### config.mk
export PLATFORM = sky130hd
export DESIGN_NAME = mac_frame_statistics_counters
export DESIGN_NICKNAME = d
export VERILOG_FILES = /design/src/shared/mac_stats_pkg.sv /design/src/rtl/mac_frame_statistics_counters.sv
export SDC_FILE = /design/constraint.sdc
export NUM_CORES = 1
export LEC_CHECK = 0
export BUFFER_PORTS_ARGS = -buffer_cell sky130_fd_sc_hd__clkbuf_2
export CORE_MARGIN = 1
export CORE_UTILIZATION = 45
export CTS_BUF_LIST = sky130_fd_sc_hd__clkbuf_8 sky130_fd_sc_hd__clkbuf_16
export CTS_CLUSTER_DIAMETER = 150
export DETAILED_ROUTE_END_ITERATION = 7
export GPL_ROUTABILITY_DRIVEN = 0
export SLEW_MARGIN = 20
export SYNTH_ARGS = -nofsm -noshare
export SYNTH_HDL_FRONTEND = slang
export SYNTH_SLANG_ARGS = --single-unit
export TNS_END_PERCENT = 30
### constraint.sdc
create_clock -name ref_clk_i -period 5.6 [get_ports ref_clk_i]
set_input_delay 0.56 -clock ref_clk_i [delete_from_list [all_inputs] [get_ports ref_clk_i]]
set_output_delay 0.56 -clock ref_clk_i [all_outputs]
set_load 0.02 [all_outputs]
### src/shared/mac_stats_pkg.sv
// Constants and carriers for the frame statistics counters.
// Assumes one core clock shared by the MAC datapath and the host register port.
package mac_stats_pkg;

  // ==========================================================
  // Register offsets from the I/O window base
  localparam logic [7:0] RX_GOOD_OFS = 8'h72;
  localparam logic [7:0] TX_GOOD_OFS = 8'h76;
  localparam logic [7:0] LOST_OFS = 8'h79;

  // ==========================================================
  // Counter bank layout
  localparam int NUM_CNT = 3;
  localparam int CNT_W = 16;
  localparam int IDX_LOST = 0;
  localparam int IDX_RX_GOOD = 1;
  localparam int IDX_TX_GOOD = 2;

  localparam logic [CNT_W-1:0] CNT_RESET = 16'h0000;
  localparam logic [CNT_W-1:0] CNT_ONE = 16'h0001;
  localparam logic [CNT_W-1:0] LOST_MAX = 16'h00ff;
  localparam logic [CNT_W-1:0] RX_GOOD_MAX = 16'h0fff;
  localparam logic [CNT_W-1:0] TX_GOOD_MAX = 16'hffff;
  localparam logic [CNT_W-1:0] STATS_THRESH = 16'h00c0;

  localparam logic [7:0] CNT_OFS [NUM_CNT] = '{LOST_OFS, RX_GOOD_OFS, TX_GOOD_OFS};
  localparam logic [CNT_W-1:0] CNT_MAX [NUM_CNT] = '{LOST_MAX, RX_GOOD_MAX, TX_GOOD_MAX};

  // ==========================================================
  // Carriers
  typedef struct packed {
    logic done;
    logic addr_match;
    logic overrun;
    logic full_at_start;
    logic too_long;
    logic fcs_err;
    logic len_err;
    logic align_err;
  } rx_status_t;

  typedef struct packed {
    logic rd;
    logic [7:0] addr;
  } host_rd_t;

endpackage
### src/rtl/mac_frame_statistics_counters.sv
// Three clear-on-read frame statistics counters with a shared threshold flag.
// Assumes frame strobes and host reads arrive on ref_clk_i from same-clock logic.
//
// Operation
// - Count address-matched frames lost to overrun
// - Skip frames dropped with FIFO full initially
// - Lost counter 8 bits, wraps after 0xFF
// - Lost counter reaching 0xC0 raises flag
// - Reading lost counter returns and clears it
// - Count only while counting enable is set
// - Count good received frames, errors excluded
// - Received-good counter wraps after 0xFFF
// - Received-good reaching 0xC0 raises flag
// - Reading received-good counter clears it
// - Count each successfully transmitted frame
// - Transmitted-good counter wraps after 0xFFFF
// - Transmitted-good reaching 0xC0 raises flag
// - Reading transmitted-good counter clears it
`timescale 1ns/100ps
module mac_frame_statistics_counters
  import mac_stats_pkg::*;
(
  input wire logic ref_clk_i,
  input wire logic rst_n_i,
  input wire logic counting_enable_i,
  input wire rx_status_t rx_status_i,
  input wire logic tx_ok_i,
  input wire host_rd_t host_rd_i,
  output logic [CNT_W-1:0] rd_data_o,
  output logic rd_valid_o,
  output logic stats_threshold_flag_o
);

  // ==========================================================
  // Helpers
  function automatic logic [CNT_W-1:0] next_count(
    input logic [CNT_W-1:0] cur,
    input logic [CNT_W-1:0] max,
    input logic inc,
    input logic clr
  );
    logic [CNT_W-1:0] res;
    res = cur;
    if (clr)
    begin
      res = inc ? CNT_ONE : CNT_RESET;
    end
    else if (inc)
    begin
      res = (cur == max) ? CNT_RESET : cur + CNT_ONE;
    end
    return res;
  endfunction

  // ==========================================================
  // Event qualification
  logic rx_errored;
  logic lost_evt;
  logic good_evt;
  logic [NUM_CNT-1:0] evt;
  logic [NUM_CNT-1:0] inc;
  logic [NUM_CNT-1:0] clr;
  logic [NUM_CNT-1:0] hit;
  logic [CNT_W-1:0] cnt_q [NUM_CNT];
  logic [CNT_W-1:0] cnt_d [NUM_CNT];
  logic [CNT_W-1:0] rd_data_d;
  logic flag_d;

  assign rx_errored = rx_status_i.too_long | rx_status_i.fcs_err |
                      rx_status_i.len_err | rx_status_i.align_err;
  // Overrun seen by host only; a frame refused at start never counts
  assign lost_evt = rx_status_i.done & rx_status_i.addr_match & rx_status_i.overrun &
                    ~rx_status_i.full_at_start;
  assign good_evt = rx_status_i.done & rx_status_i.addr_match & ~rx_errored &
                    ~rx_status_i.overrun & ~rx_status_i.full_at_start;
  assign evt[IDX_LOST] = lost_evt;
  assign evt[IDX_RX_GOOD] = good_evt;
  assign evt[IDX_TX_GOOD] = tx_ok_i;

  // ==========================================================
  // Counter bank
  genvar g;
  generate
    for (g = 0; g < NUM_CNT; g++)
    begin : g_cnt
      assign inc[g] = evt[g] & counting_enable_i;
      assign clr[g] = host_rd_i.rd & (host_rd_i.addr == CNT_OFS[g]);
      // Wrap limit per counter, clear and count together leave one
      assign cnt_d[g] = next_count(cnt_q[g], CNT_MAX[g], inc[g], clr[g]);
      assign hit[g] = inc[g] & (cnt_d[g] == STATS_THRESH);

      always_ff @(posedge ref_clk_i or negedge rst_n_i)
      begin
        if (!rst_n_i)
          cnt_q[g] <= CNT_RESET;
        else
          cnt_q[g] <= cnt_d[g];
      end
    end
  endgenerate

  // ==========================================================
  // Host read port
  always_comb
  begin
    rd_data_d = CNT_RESET;
    for (int i = 0; i < NUM_CNT; i++)
    begin
      if (clr[i])
        rd_data_d = cnt_q[i];
    end
  end

  assign flag_d = |hit;

  always_ff @(posedge ref_clk_i or negedge rst_n_i)
  begin
    if (!rst_n_i)
    begin
      rd_data_o <= CNT_RESET;
      rd_valid_o <= 1'b0;
      stats_threshold_flag_o <= 1'b0;
    end
    else
    begin
      rd_data_o <= rd_data_d;
      rd_valid_o <= host_rd_i.rd;
      stats_threshold_flag_o <= flag_d;
    end
  end
endmodule

### Word-level counts from Yosys, hierarchy flattened

Index checks and enable logic that the tools add are counted.

* register bits after elaboration: 66
* input port bits: 21
* output and inout bits: 18
* word-level logic and storage cells: 55

* $add $sub $neg: 3
* eq/ne operators: 9
* mux-type cells: 15
* bitwise logic cells: 21
* reduce and logical (&&, ||, !) cells: 1

Operator list (count)
* $mux 16: 12
* $eq 16x8->1 const B: 4
* $add 16x1->16 const B: 3
* $eq 8x7->1 const B: 3
* $eq 16x12->1 const B: 1
* $eq 16x16->1 const B: 1
* $and 1x1->1: 15
* $mux 1: 3
* $not 1->1: 3
* $or 1x1->1: 3
* $reduce_or 3->1: 1

### Depth between registers and ports, before layout

Gate-level depths: netlist of run 1.

* word-level depth: 13
* gate-level depth with buffers: 9
* mapped depth without buffers: 8

### Least setup slack after synthesis of run 1

Ideal clock, no wire load.

* path kind: input-to-reg
* start: input port rx_status_i[2] (netlist bit)
* end: register stats_threshold_flag_o
* setup time: 0.065 ns
* arrival: 2.257 ns
* data required time: 5.535 ns
* path slack: 3.278 ns
* cell stages on the path: 7
* path through: or3_4 > nor4_1 > nand4_1 > xor2_1 > o311ai_0 > nor4_1 > a211o_1

* word-level cells in the longest chain between the ends: 13
* elaborated cells on any way between the ends: 14

Ends and longest elaborated chain
* start, declared: line mac_frame_statistics_counters.sv:26 `input wire rx_status_t rx_status_i,`
* $or 1x1->1 * (2 in a row): line mac_frame_statistics_counters.sv:69 `assign rx_errored = rx_status_i.too_long | rx_status_i.fcs_err |`
* $or 1x1->1 *: line mac_frame_statistics_counters.sv:70 `rx_status_i.len_err | rx_status_i.align_err;`
* $not 1->1 *: line mac_frame_statistics_counters.sv:74 `assign good_evt = rx_status_i.done & rx_status_i.addr_match & ~rx_errored &`
* $and 1x1->1 * (2 in a row): line mac_frame_statistics_counters.sv:74
* $and 1x1->1 *: line mac_frame_statistics_counters.sv:75 `~rx_status_i.overrun & ~rx_status_i.full_at_start;`
* $and 1x1->1 *: line mac_frame_statistics_counters.sv:86 `assign inc[g] = evt[g] & counting_enable_i;`
* $mux 16 / $mux 1 (equally long branches): line mac_frame_statistics_counters.sv:48, mac_frame_statistics_counters.sv:46
* $mux 16: line mac_frame_statistics_counters.sv:44 `if (clr)`
* $eq 16x8->1: line mac_frame_statistics_counters.sv:90 `assign hit[g] = inc[g] & (cnt_d[g] == STATS_THRESH);`
* $and 1x1->1 *: line mac_frame_statistics_counters.sv:90
* $reduce_or 3->1 *: line mac_frame_statistics_counters.sv:114 `assign flag_d = |hit;`
* net flag_d: line mac_frame_statistics_counters.sv:67 `logic flag_d;`
* end signal, assigned: line mac_frame_statistics_counters.sv:128 `stats_threshold_flag_o <= flag_d;`
* end, declared: line mac_frame_statistics_counters.sv:31 `output logic stats_threshold_flag_o`

Mark *: on every way through the listed nets, which the timed path passes. The rest lies on a longest branch.

### Final worst setup path of run 1

* start: input port counting_enable_i
* end: register stats_threshold_flag_o

* word-level cells in the longest chain between the ends: 6
* elaborated cells on any way between the ends: 19

Ends and longest elaborated chain
* start, declared: line mac_frame_statistics_counters.sv:25 `input wire logic counting_enable_i,`
* $and 1x1->1: line mac_frame_statistics_counters.sv:86
* $mux 16 / $mux 1 (equally long branches): line mac_frame_statistics_counters.sv:48, mac_frame_statistics_counters.sv:46
* $mux 16: line mac_frame_statistics_counters.sv:44
* $eq 16x8->1: line mac_frame_statistics_counters.sv:90
* $and 1x1->1: line mac_frame_statistics_counters.sv:90
* $reduce_or 3->1 *: line mac_frame_statistics_counters.sv:114
* net flag_d: line mac_frame_statistics_counters.sv:67

Marks and branches as above.

==> summary.md, run 1 <==
| Metric | Value |
|---|---|
| Status | complete, no violations |
| Fin crit share | 49.4% |
| Number of antenna violations at the first check in global routing | 0 |
| First-pass GRT wire length | ~16000 um |
| Synth cell types | 56 |
| Post-Route WL | 9470 um |
| DIE HEIGHT | 93.6 um |
| ANT cells | 0 |
| Setup-failing EPs final | 0 |
| Sw Pwr | 0.307 mW |
| Rel. slew slack | between 30% and 40% |
| CP top delay family | simple AND/OR/NAND/NOR gates |
| CTS Buffer Depth | 2 |
| Tmin final | 2770 ps |
| Syn Std Cell Area | 3770 um2 |
| Post_cts resized | 0 |
| Post-synthesis sequential area ratio | ~44% |
| Commonest non-fill, non-tap cell in the layout | dfrtp_1 |
| Cell Rows | 33 |
| Worst path bufs/invs | 1 |
| Comb power frac | 9.7% |
| Area leader, netlist | dfrtp_1 |
| Pleak | 2.00 nW |
| GRT Overall Usage | a little under a quarter |
| Synth Instances | 411 |
| Reg power frac | 51.7% |
| Initial drt markers | approximately 230 |
| Drc violations | 0 |
| Hold-fix buffers, CTS | 0 |
| Port buffer count | 38 |
| First-pass detailed-route iteration total | 5 |
| Final Skew | 8.23 ps |
| Largest net degree at the start of global routing | 67 |
| Post-synthesis register bit count | between 60 and 70 |
| Slowest cell delay on critical path | 780 ps |
| Worst VDD drop | 129 uV |
| Sw frac | 28.6% |
| Syn_nets | between 400 and 500 |
| Clock Power Share | around 39% |
| Most used cell, CP | nor4_1 |
| Vias in the first global route | 3002 |
| Total Power | 1.07 mW |
| RSZ-0062 raised after global routing | no |
| Critical Path Source Type | primary input |
| Pins Over Slew Limit | 0 |
| DR vias/cell | approximately 5.8 |
| Synth Area per Inst | 9.18 um2 |
| Clk sinks | 66 |
| Final Net Count | 461 |
| Ys Warns | 0 |
| Post-synth top area share | 43.8% |
| Effective utilization at floorplan | approximately 46% |
| Most frequent cells in the layout | 66 x dfrtp_1, 51 x nor2_1, 37 x clkbuf_2 |
| Clock slew at reported path FFs | 80 ps |
| Root buffer cell | clkbuf_8 |
| M1 WL | 4260 um |
| Share of cells above drive strength 1 | between 15 and 20% |
| Die span in x | approximately 94 um |
| Max layer used | met4 |
| Cells along the critical path | clkbuf_2, nand4b_1, nor4_1, nand4_1, xor2_1, o311ai_0, nor4_1, a211o_1 |
| Post-synth top flop | dfrtp_1 |
| Worst R2R Setup Slack | approximately 3000 ps |
| Met3 WL | 695 um |
| Fmax | 362 MHz |
| CP Max Fanout | 11 |
| CP Capture Type | flop |
| Setup_tns | 0 ps |
| Routed length per instance | between 15 and 20 um |
| Pwr Density | about 260 nW/um2 |
| Met2 WL | 4350 um |
| Async SR Flop Fraction | 100% |
| Cts bufs inserted | 9 |
| Slew @ Worst Pin | 928 ps |
| Worst skew pair latency | ~350 ps |
| Core ar. | 8180 um2 |
| DP Wirelength | around 6800 um |
| Max-Cap Viols | 0 |
| I/O pin count | 39 |
| Final Hold Vio Count | 0 |
| Final ANT Viol Nets | 0 |
| Critical path type | in -> reg |
| Hold WC Path Type | in -> reg |
| Area Growth Syn to Fin | 11.0% |
| Post CTS Setup Buffer Count | 0 |
| H-tree Lvls | 3 |
| Die ar. | 8760 um2 |
| GRT overflow | 0 |
| Number of synthesized flops with an enable pin | 0 |
| Fillers | 789 |
| P_int | 0.767 mW |
| CP max-delay cell | nor4_1 |
| Critical Path RT | 5880 ps |
| Vias | 3189 |
| Dominant cells by area after synthesis | dfrtp_1 44%, xor2_1 5.6%, nor2_1 5.1%, a222oi_1 4.2%, xnor2_1 4.2% |
| CTS tree | built |
| Critical Path AT | 3050 ps |
## layer usage
layer,global-route usage (%),up-vias
li1,-,1526
met1,33.1,1528
met2,36.6,120
met3,4.47,15
met4,7.56,0
met5,0,-
## registers in the layout (all words and copies together) (netlist names)
signal,count
stats_threshold_flag_o,1
cnt_q,48
rd_data_o,16
rd_valid_o,1
## power by group through the flow
stage	sequential (mW)	combinational [mW]	clock, mW
3_3_place_gp	0.563	0.102	0
5_1_grt	0.560	0.120	0.445
4_1_cts	0.554	0.105	0.422
6_report	0.555	0.104	0.414
3_5_place_dp	0.563	0.105	0
2_1_floorplan	0.534	0.0932	0
## synthesized netlist by cell type, types with 2 or more instances
| library cell | number |
|---|---|
| buf_1 | 3 |
| o21ai_0 | 5 |
| buf_2 | 7 |
| nand4b_1 | 2 |
| nand2_1 | 35 |
| a31oi_1 | 3 |
| nand2b_1 | 4 |
| a21oi_1 | 7 |
| and4b_1 | 3 |
| and2_1 | 3 |
| mux2i_1 | 3 |
| or3_4 | 2 |
| o311ai_0 | 2 |
| xor2_1 | 24 |
| clkbuf_1 | 12 |
| or2_2 | 4 |
| dfrtp_1 | 66 |
| nor4_1 | 8 |
| xnor2_1 | 18 |
| a222oi_1 | 16 |
| o22ai_1 | 3 |
| nand3_1 | 21 |
| ha_1 | 3 |
| buf_6 | 3 |
| nand4_1 | 11 |
| a21o_1 | 2 |
| inv_1 | 22 |
| nor2b_1 | 2 |
| and4_1 | 8 |
| nor3_1 | 18 |
| nor2_1 | 51 |
| and3_1 | 9 |
| nor3b_1 | 4 |
| a211o_1 | 3 |
| o31ai_1 | 3 |
## final cells by class
class / count / area (um2) / area share, %
clock buffer: 10 / 138 / 3.28
clock inverter: 6 / 66.3 / 1.58
inverter: 22 / 82.6 / 1.97
multi-input combinational: 298 / 1920 / 45.7
sequential: 66 / 1650 / 39.4
tap: 105 / 131 / 3.14
timing repair buffer: 40 / 205 / 4.90
## stage by stage
stage | cells | hold WS [ps] | setup WS, ps | area (um2) | utilization, %
4_1_cts | 547 | 356 | 2930 | 4190 | 51.3
5_1_grt | 547 | 363 | 2730 | 4190 | 51.3
3_5_place_dp | 531 | 563 | 2570 | 3990 | 48.8
6_report | 547 | 356 | 2830 | 4190 | 51.3
2_1_floorplan | 411 | 264 | 3280 | 3770 | -
3_3_place_gp | 531 | 568 | 2580 | 3990 | 48.8
## final timing paths
check                           cells after the start                      to         startpoint
worst max-delay path                                8  stats_threshold_flag_o  counting_enable_i
worst min-delay path                                1              rd_valid_o       host_rd_i[8]
worst max register to register                      8  stats_threshold_flag_o          cnt_q[16]
worst min register to register                      2           rd_data_o[10]          cnt_q[10]
max in group asynchronous                           2               cnt_q[35]            rst_n_i
min in group asynchronous                           2               cnt_q[28]            rst_n_i
## cells by family (layout without fill, tap and decap cells)
family                   after synthesis  in the layout  synth area share [%]
flip-flops                            66             66                  43.8
buffers and inverters                 47             78                  5.50
AND/OR/NAND/NOR                      196            196                  27.9
XOR/XNOR                              42             42                  9.74
adder cells (fa/ha/maj)                3              3                 0.994
AO/OA/AOI/OAI                         53             53                  11.0
multiplexers                           4              4                  1.09
No activity file was read; power rests on OpenSTA's default activity.
==> run 2, diff against run 1 <==
--- a/config.mk
+++ b/config.mk
@@ -12,6 +12,7 @@
 export CTS_CLUSTER_DIAMETER = 150
 export DETAILED_ROUTE_END_ITERATION = 7
 export GPL_ROUTABILITY_DRIVEN = 0
+export PLACE_DENSITY = 0.66
 export SLEW_MARGIN = 20
 export SYNTH_ARGS = -nofsm -noshare
 export SYNTH_HDL_FRONTEND = slang
==> constraint.sdc (replaced) <==
create_clock -name ref_clk_i -period 2.2 [get_ports ref_clk_i]
set_input_delay 0.22 -clock ref_clk_i [delete_from_list [all_inputs] [get_ports ref_clk_i]]
set_output_delay 0.22 -clock ref_clk_i [all_outputs]
set_load 0.02 [all_outputs]
==> summary.md, run 2 (same netlist as run 1, synthesis figures left out) <==
| Metric | Value |
|---|---|
| Status | complete, no violations |
| Setup-failing EPs final | 0 (unchanged) |
| Die ar. | 8760 um2 (unchanged) |
| Vias in the first global route | 3427 (+14%) |
| Most frequent cells in the layout | 67 x buf_4, 64 x dfrtp_1, 51 x nor2_1 |
| Final Hold Vio Count | 0 (unchanged) |
| Cell Rows | 33 (unchanged) |
| Biggest register | cnt_q |
| Pwr Density | 613 nW/um2 (+140%) |
| CTS tree | built |
| Rel. slew slack | 66.9% (+29 points) |
| Fin crit share | 97.7% |
| Hold WC Path Type | in -> reg |
| Critical Path Source Type | flop |
| GRT overflow | 0 (unchanged) |
| Area Growth Syn to Fin | 27.4% |
| Smallest hold slack | 316 ps (-40.2 ps) |
| Commonest non-fill, non-tap cell in the layout | buf_4 |
| DP Wirelength | 7560 um (+11%) |
| Max-Cap Viols | 0 (unchanged) |
| Max reg flops | 48 (unchanged) |
| Largest net degree at the start of global routing | 67 (unchanged) |
| Pins Over Slew Limit | 0 (unchanged) |
| Routed length per instance | 16.7 um (-3.8%) |
| Initial drt markers | 368 (+57%) |
| Port buffer count | 38 (unchanged) |
| DIE HEIGHT | 93.6 um (unchanged) |
| Final Skew | 6.38 ps (-1.84 ps) |
| Finished Cell Area | 4810 um2 (+15%) |
| Tmin final | 2150 ps |
| Critical path type | reg -> reg |
| Worst VDD drop | 292 uV (+130%) |
| H-tree Lvls | 3 (unchanged) |
| Share of cells above drive strength 1 | 29.2% (+13 points) |
| DR vias/cell | 5.69 (-2.3%) |
| Worst skew pair latency | 350 ps (about the same) |
| Slew @ Worst Pin | 497 ps (-431 ps) |
| ANT cells | 0 (unchanged) |
| Largest regs | cnt_q x48, rd_data_o x16 |
| Effective utilization at floorplan | 46.2% (unchanged) |
| Fmax | between 400 and 500 MHz |
| GRT Overall Usage | 25.7% (+2.2 points) |
| Root buffer cell | clkbuf_8 |
| Vias | 3502 (+9.8%) |
| CP Max Fanout | 6 (-5) |
| Cts bufs inserted | 9 (unchanged) |
| Placed inst area | 4440 um2 (+11%) |
| Clk sinks | 66 (unchanged) |
| Die span in x | 93.6 um (unchanged) |
| First-pass GRT wire length | 17000 um (+9.3%) |
| Critical Path AT | 2390 ps (-660 ps) |
| RSZ-0062 raised after global routing | yes |
| Drc violations | 0 (unchanged) |
| Post-Route WL | 10200 um (+8.2%) |
| Clock slew at reported path FFs | 80 ps (about the same) |
| CP Capture Type | flop |
| Final Net Count | 529 (+15%) |
| I/O pin count | 39 (unchanged) |
| Fin util | 58.8% (+7.6 points) |
| Pleak | 2.39 nW (+20%) |
| First-pass detailed-route iteration total | 6 (+1) |
| Critical Path RT | 2440 ps (-3440 ps) |
| CTS Buffer Depth | 2 (unchanged) |
| Final ANT Viol Nets | 0 (unchanged) |
| Core ar. | 8180 um2 (unchanged) |
| Number of antenna violations at the first check in global routing | 0 (unchanged) |
-- run 2: path summary, 6_finish.rpt --
path | endpoint | start | slack (ps) | cells past startpoint
max | stats_threshold_flag_o | cnt_q[20] | 50 | 8
min | cnt_q[1] | tx_ok_i | 320 | 4
max reg2reg | stats_threshold_flag_o | cnt_q[20] | 50 | 8
min reg2reg | rd_data_o[11] | cnt_q[43] | 610 | 2
max in group asynchronous | cnt_q[25] | rst_n_i | 1480 | 3
min in group asynchronous | cnt_q[22] | rst_n_i | 400 | 3
-- run 2: what timing repair did --
item	4_1_cts	5_1_grt
endpoints found under the hold margin	67	0
setup endpoints to repair	1	1
hold buffers	2	0
gates resized for setup	4	12
pin swaps	4	6
setup buffers	3	4
-- run 2: where the power goes --
| group | internal (mW) | total (mW) | switching (mW) |
|---|---|---|---|
| Combinational | 0.197 | 0.418 | 0.220 |
| Clock | 0.670 | 1.17 | 0.498 |
| Sequential | 1.28 | 1.36 | 0.0854 |
| Total | 2.14 | 2.95 | 0.804 |
-- run 2: layer usage --
layer | part of all wire (%) | vias up | wire length (um) | track usage (%)
met4 | 1.0 | 0 | 106 | 6.92
met3 | 5.9 | 13 | 605 | 4.88
li1 | - | 1659 | - | -
met5 | 0 | - | 0 | 0
met1 | 45 | 1719 | 4610 | 34.8
met2 | 48 | 111 | 4920 | 42.1
-- run 2: final cells by class --
type / instances / area, um2
fill: 727 / 3370
multi-input combinational: 298 / 1980
sequential: 66 / 1650
timing repair buffer: 108 / 733
clock buffer: 10 / 138
tap: 105 / 131
clock inverter: 6 / 90.1
inverter: 22 / 82.6
-- run 2: critical path, stage by stage, from the launching register on --
cell	delay [ps]
dfrtp_1	510
nand4_1	260
nor4_4	250
buf_4	160
nand4_1	80
xor2_1	170
a31oi_1	260
nor3_2	90
a211o_1	260
-- run 2: metrics by stage --
step	worst slack [ps]	total power, mW	std cells	TNS, ps
final	49.6	2.95	615	0
after global routing	-68.6	3.10	615	-68.6
after CTS	5.65	2.96	611	0
after detailed placement	-88.2	1.78	590	-88.2
after global placement	9.46	1.77	590	0
after floorplan	19.2	1.60	411	0
